<file path="src/pip_pkg.sv">
/*
  Constants, field positions and reset values for the processor interrupt
  posting logic.
  Assumes a single system bus clock domain and a synchronous reset.
*/
// What this block does
// - Interrupt request is one address cycle only.
// - Act only when target field selects us.
// - Bits 20:16 enable writes of bits 4:0.
// - Level pending bits read at cause 14:10.
// - Every reset clears hardware pending bits.
// - Two software bits at cause 9:8, writable.
// - Count equals compare sets timer bit 15.
// - Performance counter overflow also sets timer bit.
// - Nonmaskable recognised in first asserted cycle.
package pip_pkg;

  localparam int unsigned BUS_W        = 64;
  localparam int unsigned HW_INT_N     = 5;
  localparam int unsigned SW_INT_N     = 2;
  localparam int unsigned TGT_W        = 4;
  localparam int unsigned CNT_W        = 32;
  localparam int unsigned CAUSE_W      = 16;

  localparam int unsigned TGT_LSB      = 60;
  localparam int unsigned WEN_LSB      = 16;
  localparam int unsigned VAL_LSB      = 0;

  localparam int unsigned CAUSE_SW_LSB = 8;
  localparam int unsigned CAUSE_HW_LSB = 10;
  localparam int unsigned CAUSE_TMR    = 15;

  localparam logic [HW_INT_N-1:0] HW_RST  = 5'h00;
  localparam logic [SW_INT_N-1:0] SW_RST  = 2'h0;
  localparam logic [TGT_W-1:0]    ID_RST  = 4'h1;

endpackage : pip_pkg

</file>
<file path="src/pip_req_if.sv">
/*
  Decoded interrupt request passed from the bus decoder to the pending logic.
  Assumes one clock; the decoder drives, the core consumes.
*/
`timescale 1ns/1ps
interface pip_req_if;
  import pip_pkg::*;
  logic                hit;
  logic [HW_INT_N-1:0] wen;
  logic [HW_INT_N-1:0] val;
  modport dec (output hit, output wen, output val);
  modport core (input hit, input wen, input val);
endinterface : pip_req_if

</file>
<file path="src/pip_top.sv">
/*
  Interrupt pending logic: hardware, software, timer and nonmaskable.
  Assumes all inputs are synchronous to sys_clk_i; the count register,
  compare register and performance counter overflows come from elsewhere.
*/
`timescale 1ns/1ps
module pip_top #(
  parameter logic [pip_pkg::TGT_W-1:0] MY_TARGET = pip_pkg::ID_RST
) (
  // Clock and reset
  input  wire logic                         sys_clk_i,
  input  wire logic                         rst_n_i,
  // System bus address cycle
  input  wire logic                         int_cmd_i,
  input  wire logic [pip_pkg::BUS_W-1:0]    system_addr_data_bus_i,
  // Software pending write
  input  wire logic                         sw_wr_i,
  input  wire logic [pip_pkg::SW_INT_N-1:0] sw_wdata_i,
  // Timer sources
  input  wire logic [pip_pkg::CNT_W-1:0]    count_i,
  input  wire logic [pip_pkg::CNT_W-1:0]    compare_i,
  input  wire logic [1:0]                   perf_ovf_i,
  input  wire logic                         timer_clr_i,
  // Nonmaskable pin
  input  wire logic                         nonmaskable_request_n_i,
  // Outputs
  output logic [pip_pkg::CAUSE_W-1:0]       interrupt_pending_field_o,
  output logic [pip_pkg::HW_INT_N-1:0]      hardware_interrupt_pending_o,
  output logic                              nmi_o
);
  import pip_pkg::*;

  ////////////////////////////////////////////////////////////////////////////
  pip_req_if req ();

  pip_req_dec u_dec (
    .int_cmd_i   (int_cmd_i),
    .bus_i       (system_addr_data_bus_i),
    .my_target_i (MY_TARGET),
    .req         (req)
  );

  ////////////////////////////////////////////////////////////////////////////
  // Pending state, next values and per-bit update strobes.
  logic [HW_INT_N-1:0] hw_reg;
  logic [HW_INT_N-1:0] hw_next;
  logic [HW_INT_N-1:0] hw_upd;
  logic [SW_INT_N-1:0] sw_reg;
  logic [SW_INT_N-1:0] sw_next;
  logic                tmr_reg;
  logic                tmr_next;
  logic                tmr_set;
  logic                cnt_match;
  logic                ovf_any;
  logic                nmi_level;
  logic                nmi_prev_reg;
  logic                nmi_next;
  logic [CAUSE_W-1:0]  cause_next;

  ////////////////////////////////////////////////////////////////////////////
  // Hardware pending bits, one slice per bit.

  // Level-sensitive: a bit holds until the agent sends a clearing request.
  // Each bit has its own enable, so one request may set some bits and clear
  // others in the same cycle.
  for (genvar gi = 0; gi < HW_INT_N; gi++) begin : g_hw_bit

    assign hw_upd[gi]  = req.hit && req.wen[gi];

    assign hw_next[gi] = hw_upd[gi] ? req.val[gi] : hw_reg[gi];

    always_ff @(posedge sys_clk_i) begin
      if (!rst_n_i) begin
        hw_reg[gi] <= HW_RST[gi];
      end else begin
        hw_reg[gi] <= hw_next[gi];
      end
    end

  end : g_hw_bit

  ////////////////////////////////////////////////////////////////////////////
  // Software pending bits.

  // Written whole by the move-to instruction; there is no per-bit enable.
  always_comb begin
    sw_next = sw_reg;
    if (sw_wr_i) begin
      sw_next = sw_wdata_i;
    end
  end

  always_ff @(posedge sys_clk_i) begin
    if (!rst_n_i) begin
      sw_reg <= SW_RST;
    end else begin
      sw_reg <= sw_next;
    end
  end

  ////////////////////////////////////////////////////////////////////////////
  // Timer pending bit.

  assign cnt_match = (count_i == compare_i);
  assign ovf_any   = |perf_ovf_i;
  assign tmr_set   = cnt_match || ovf_any;

  // Set wins over clear so a match in the clearing cycle is not lost.
  always_comb begin
    tmr_next = tmr_reg;
    if (tmr_set) begin
      tmr_next = 1'b1;
    end else if (timer_clr_i) begin
      tmr_next = 1'b0;
    end
  end

  always_ff @(posedge sys_clk_i) begin
    if (!rst_n_i) begin
      tmr_reg <= 1'b0;
    end else begin
      tmr_reg <= tmr_next;
    end
  end

  ////////////////////////////////////////////////////////////////////////////
  // Nonmaskable request.

  // The previous level resets to the idle level, so a release with the pin
  // high gives no false edge; a pin already low at release does count.
  assign nmi_level = !nonmaskable_request_n_i;
  assign nmi_next  = nmi_level && !nmi_prev_reg;

  always_ff @(posedge sys_clk_i) begin
    if (!rst_n_i) begin
      nmi_prev_reg <= 1'b0;
    end else begin
      nmi_prev_reg <= nmi_level;
    end
  end

  always_ff @(posedge sys_clk_i) begin
    if (!rst_n_i) begin
      nmi_o <= 1'b0;
    end else begin
      nmi_o <= nmi_next;
    end
  end

  ////////////////////////////////////////////////////////////////////////////
  // Cause view.

  // Built from the next values so the view never lags the pending state.
  always_comb begin
    cause_next                           = '0;
    cause_next[CAUSE_HW_LSB +: HW_INT_N] = hw_next;
    cause_next[CAUSE_SW_LSB +: SW_INT_N] = sw_next;
    cause_next[CAUSE_TMR]                = tmr_next;
  end

  always_ff @(posedge sys_clk_i) begin
    if (!rst_n_i) begin
      interrupt_pending_field_o <= '0;
    end else begin
      interrupt_pending_field_o <= cause_next;
    end
  end

  always_ff @(posedge sys_clk_i) begin
    if (!rst_n_i) begin
      hardware_interrupt_pending_o <= HW_RST;
    end else begin
      hardware_interrupt_pending_o <= hw_next;
    end
  end

endmodule : pip_top

</file>
<file path="src/pip_req_dec.sv">
/*
  Decoder for external interrupt request address cycles.
  Assumes the bus command has already been classified as an interrupt
  request; the address cycle alone carries everything.
*/
`timescale 1ns/1ps
module pip_req_dec (
  // Bus side
  input  wire logic                      int_cmd_i,
  input  wire logic [pip_pkg::BUS_W-1:0] bus_i,
  input  wire logic [pip_pkg::TGT_W-1:0] my_target_i,
  // Core side
  pip_req_if.dec                         req
);
  import pip_pkg::*;

  logic [TGT_W-1:0] tgt;

  // A request is complete in its single address cycle; nothing waits for data.
  assign tgt     = bus_i[TGT_LSB +: TGT_W];
  // Targets are a bit mask so one request may address several processors.
  assign req.hit = int_cmd_i && ((tgt & my_target_i) != '0);
  assign req.wen = bus_i[WEN_LSB +: HW_INT_N];
  assign req.val = bus_i[VAL_LSB +: HW_INT_N];

endmodule : pip_req_dec

</file>
<file path="config.mk">
export PLATFORM = sky130hd
export DESIGN_NAME = pip_top
export DESIGN_NICKNAME = d
export VERILOG_FILES = /design/src/pip_pkg.sv /design/src/pip_req_if.sv /design/src/pip_top.sv /design/src/pip_req_dec.sv
export SDC_FILE = /design/constraint.sdc
export NUM_CORES = 1
export LEC_CHECK = 0
export BUFFER_PORTS_ARGS = -buffer_cell sky130_fd_sc_hd__buf_4
export CAP_MARGIN = 10
export CORE_AREA = 2 2 65 61
export CTS_CLUSTER_SIZE = 40
export DETAILED_ROUTE_END_ITERATION = 12
export DIE_AREA = 0 0 67 63
export PLACE_DENSITY_LB_ADDON = 0.15
export SLEW_MARGIN = 25
export SYNTH_ARGS = -nofsm -noshare
export SYNTH_HDL_FRONTEND = slang
export SYNTH_HIERARCHICAL = 1
export SYNTH_SLANG_ARGS = --single-unit
export TNS_END_PERCENT = 20
</file>
<file path="constraint.sdc">
create_clock -name sys_clk_i -period 1.4 [get_ports sys_clk_i]
set_input_delay 0.28 -clock sys_clk_i [delete_from_list [all_inputs] [get_ports sys_clk_i]]
set_output_delay 0.28 -clock sys_clk_i [all_outputs]
set_load 0.005 [all_outputs]
</file>
Word-level counts from Yosys, hierarchy flattened
Cells that the tools add are included.
{"block": "op_classes", "n_eq_ne": 1, "muxes": 8, "n_reduce_logical": 11}
{"cell": "32-bit equality test", "n": 1}
{"cell": "1-bit logical AND", "n": 7}
{"cell": "1-bit two-way mux", "n": 7}
{"cell": "1-bit logical NOT", "n": 2}
{"cell": "2-bit two-way mux", "n": 1}
{"cell": "2-bit OR reduction", "n": 1}
{"cell": "1-bit logical OR", "n": 1}
{"block": "word_totals", "ff_bits": 31, "inputBits": 138, "output_inout_bits": 22}

Depth between registers and ports, before layout
{"block": "depth", "depth_word": 3, "mapped_depth": 6, "mapped_depth_nobuf": 5}

Modules after synthesis
The synthesis kept the hierarchy.
{"mod": "pip_top", "n_inst": 1, "cells_per_inst": 98, "area_each_um2": 827.0, "seq_area_each_um2": 200.2}
{"mod": "pip_req_dec", "n_inst": 1, "cells_per_inst": 13, "area_each_um2": 97.6, "seq_area_each_um2": 0.0}

Worst setup path before layout
OpenSTA, ideal clock, no wires.
{"block": "synth_timing", "path_type": "in2reg", "start": "in count_i[18] (netlist bit)", "end": "reg tmr_reg", "setup_ps": 127, "t_arrival_ps": 937, "t_required_ps": 1273, "setup_slack_ps": 336, "stages": 5, "n_path_buf": 0, "path_cell_list": "xor2_1 > nor4_1 > nand4_1 > nor2_1 > o41a_2"}
{"block": "synth_via", "elab_chain_len": 3}
{"element": "start, declared", "line_no": "pip_top.sv:20", "text": "input wire logic [pip_pkg::CNT_W-1:0] count_i,"}
{"element": "32-bit equality test", "line_no": "pip_top.sv:104", "text": "assign cnt_match = (count_i == compare_i);"}
{"element": "1-bit logical OR", "line_no": "pip_top.sv:106", "text": "assign tmr_set = cnt_match || ovf_any;"}
{"element": "1-bit two-way mux", "line_no": "pip_top.sv:111", "text": "if (tmr_set) begin"}
{"element": "end signal, assigned", "line_no": "pip_top.sv:122", "text": "tmr_reg <= tmr_next;"}
{"element": "end, declared", "line_no": "pip_top.sv:50", "text": "logic tmr_reg;"}
Every way passes these cells.
A chain may end at the register's enable or synchronous reset.

Final worst setup path
{"block": "layout_timing", "start": "in system_addr_data_bus_i[60] (netlist bit)", "end": "reg interrupt_pending_field_o[12] (netlist bit)"}
{"block": "layout_via", "elab_chain_len": 3}
{"element": "start, declared", "line_no": "pip_top.sv:15", "text": "input wire logic [pip_pkg::BUS_W-1:0] system_addr_data_bus_i,"}
{"element": "1-bit logical AND", "line_no": "pip_req_dec.sv:22", "text": "assign req.hit = int_cmd_i && ((tgt & my_target_i) != '0);"}
{"element": "named net req.hit", "line_no": "pip_req_if.sv:8", "text": "logic hit;"}
{"element": "1-bit logical AND", "line_no": "pip_top.sv:68", "text": "assign hw_upd[gi] = req.hit && req.wen[gi];"}
{"element": "1-bit two-way mux", "line_no": "pip_top.sv:70", "text": "assign hw_next[gi] = hw_upd[gi] ? req.val[gi] : hw_reg[gi];"}
{"element": "end signal, assigned", "line_no": "pip_top.sv:165", "text": "interrupt_pending_field_o <= cause_next;"}
{"element": "end, declared", "line_no": "pip_top.sv:27", "text": "output logic [pip_pkg::CAUSE_W-1:0] interrupt_pending_field_o,"}
The timed path passes the listed nets, and every way through them passes these cells.

==> out/metrics.yaml <==
timing:
  hold_viol_final: 0
  fin_crit_ns: 1.133
  fin_skew_ns: 0.000003608
  tightest_slew_ns: 0.6460
  setup_violations: 0
  maxSlewHeadroom: 0.5684
  fmax_ghz: 0.8824
  grt_setup_unrepaired: "false"
  finalCritPeriodShare: 0.8095
  slew_violations: 0
  tns_ns: 0
placement:
  dpl.hpwl_um: 2324
  place_congestion: 0.6967
  port_buffers: 101
  dp_cells: 243
critical_path:
  path_common_cell: "nand2_1"
  critPathTopFamily: "compound AO/OA/AOI/OAI gates"
  crit_type: "in2reg"
  arrival_ns: 1.24
  worst-path-buf-inv: 1
  cp_slowest_cell: "a21boi_1"
  r2r_start: "tmr_reg$_SDFF_PN0_"
  r2r_setup_slack_ns: 0.45
  critPathLaunchType: "primary input"
  rr_worst_depth: 2
  crit_chain: "buf_4, a22oi_1, a21boi_1, nand2_1, nand2_1, a21boi_0"
  critPathMaxStageDelay_ns: 0.54
  required_ns: 1.51
  worstSetupEndpointType: "flip-flop"
  crit_fanout: 10
  rr_endpoint: "tmr_reg$_SDFF_PN0_"
detailed_routing:
  vias: 1011
  via_per_inst: 4.093
  ant_nets: 0
  wirelength_um: 2493
  drc: 0
  drtIter0Drc: 6
  wl_per_cell_um: 10.09
  dr.pass1.iters: 4
finish:
  n_antenna_cell: 0
  top_register: "interrupt_pending_field_o"
  drive_above_1_share: 0.5274
  seqCellArea_um2: 200.2
  num-fill-cells: 370
  largest_reg_flops: 6
  syn2layout_area_growth_pct: 78.35
  fin_cells: 247
  fin_nets: 340
  multi_input_area_um2: 578.1
global_route:
  grt_pass1_wl_um: 3829
  grt.total_usage: 0.1151
  grt_pass1_vias: 963
  grt_max_degree: 11
  grt_overflow_total: 0
  antenna_found_initial: 0
hold_path:
  hold_depth: 2
  hold_path_class: "in2reg"
  hold_end: "nmi_prev_reg$_SDFF_PN0_"
  min_from: "nonmaskable_request_n_i"
synth:
  synth_top_family_by_area: "XOR/XNOR gates"
  synth_fa_ha_area_frac: 0
  synth_compound_area_frac: 0.07848
  synthSimpleGateAreaFrac: 0.1732
  synth_area_um2: 924.6
  syn-instance-count: 111
  synth.area.mux_share: 0.02165
  yosys_warnings: 6
  synthXorXnorAreaFrac: 0.3031
  ys_ff_latch: 10
  ys_seq_area_frac: 0.2165
  ys_types: 16
  synth_area_per_cell_um2: 8.330
clocking:
  cts_buffers: 3
  cts_hold_buffers: 0
  ctsResizeCount: 0
  cts_max_path_buffers: 2
  path_clk_slew_ns: 0.05
  htree_levels: 1
  clock-sinks: 10
  clkLatencyLatePin_ns: 0.23
  post_cts_buffers: 0
  ctsRootBufferMaster: "clkbuf_8"
  cts_tree: "built"
floorplanning:
  chipHeight_um: 63
  core_um2: 3573
  start_util: 0.2588
  rows: 21
  io_pins: 160
  die_x_um: 67
  fp.dieArea_um2: 4221
power:
  p_leak_nw: 0.8441
  ir_worst_vdd_v: 0.0002227
  powerDensity_nw_per_um2: 610.0
job:
  drv_cap: 0
run_status:
  outcome: "finished clean"
synthesized netlist by cell type (all sizes together):
master | n | area share
a21boi | 6 | 0.049
a22oi | 2 | 0.016
buf | 24 | 0.19
clkbuf | 1 | 0.0041
conb | 2 | 0.0081
dfxtp | 10 | 0.22
mux2i | 2 | 0.022
nand2 | 10 | 0.041
nand3 | 5 | 0.027
nand4 | 2 | 0.014
nor2 | 1 | 0.0041
nor2b | 5 | 0.034
nor4 | 8 | 0.054
o41a | 1 | 0.014
xor2 | 32 | 0.30
final cells by class:
type,instances,share of cell area
Sequential cell,10,0.1214
Multi-Input combinational cell,86,0.3505
Timing Repair Buffer,101,0.4598
Tap cell,46,0.03490
Clock buffer,4,0.03338
report_power, final:
part	total (W)	internal (W)	switching (W)
logic	0.000349	0.000234	0.000114
clock network	0.000349	0.000246	0.000102
registers	0.000309	0.000301	0.00000801
total	0.00101	0.000781	0.000225
cells in the final DEF (no fill, tap or decap):
cell and count:
conb_1 12, clkbuf_8 4, nor4_1 8, nor2_1 1, nand4_1 2, o41a_2 1, buf_4 101, nand2_1 10
a22oi_1 2, dfxtp_1 10, mux2i_1 2, nor2b_1 5, a21boi_1 1, nand3_1 5, xor2_1 32, a21boi_0 5
per-layer routing:
metal	share of wire	up-vias	global-route usage
li1	-	515	-
met1	0.35	431	0.1285
met2	0.53	63	0.2178
met3	0.12	2	0.01802
met4	0.0032	0	0.03061
met5	0	-	0
how the worst max path moves through the flow:
stage | startpoint | end | slack [ns] | depth (start not counted)
after CTS | system_addr_data_bus_i[60] | interrupt_pending_field_o[12]$_SDFFE_PN0P_ | 0.25 | 6
after global placement | system_addr_data_bus_i[60] | interrupt_pending_field_o[10]$_SDFFE_PN0P_ | 0.03 | 6
final | system_addr_data_bus_i[60] | interrupt_pending_field_o[12]$_SDFFE_PN0P_ | 0.27 | 6
after global routing | system_addr_data_bus_i[60] | interrupt_pending_field_o[14]$_SDFFE_PN0P_ | 0.08 | 5
after floorplan | count_i[18] | tmr_reg$_SDFF_PN0_ | 0.34 | 5
after detailed placement | system_addr_data_bus_i[60] | interrupt_pending_field_o[12]$_SDFFE_PN0P_ | 0.02 | 6
cell families after synthesis:
family	Yosys count
xor+xnor	32
simple gates	31
buf+inv	25
flops	10
compound gates	9
mux	2
other cells	2
through the flow:
step	setup slack [ns]	hold WS [ns]	power (W)	util	area (um^2)
final	0.2667	0.2300	0.001006	0.4615	1649
after global placement	0.03298	0.3720	0.0006552	0.4461	1594
after detailed placement	0.01577	0.3824	0.0006658	0.4461	1594
after CTS	0.2539	0.2234	0.001024	0.4615	1649
after global routing	0.07608	0.2172	0.001076	0.4615	1649
after floorplan	0.3358	0.3591	0.0004660	-	962.2
(Power assumes the default switching activity.)
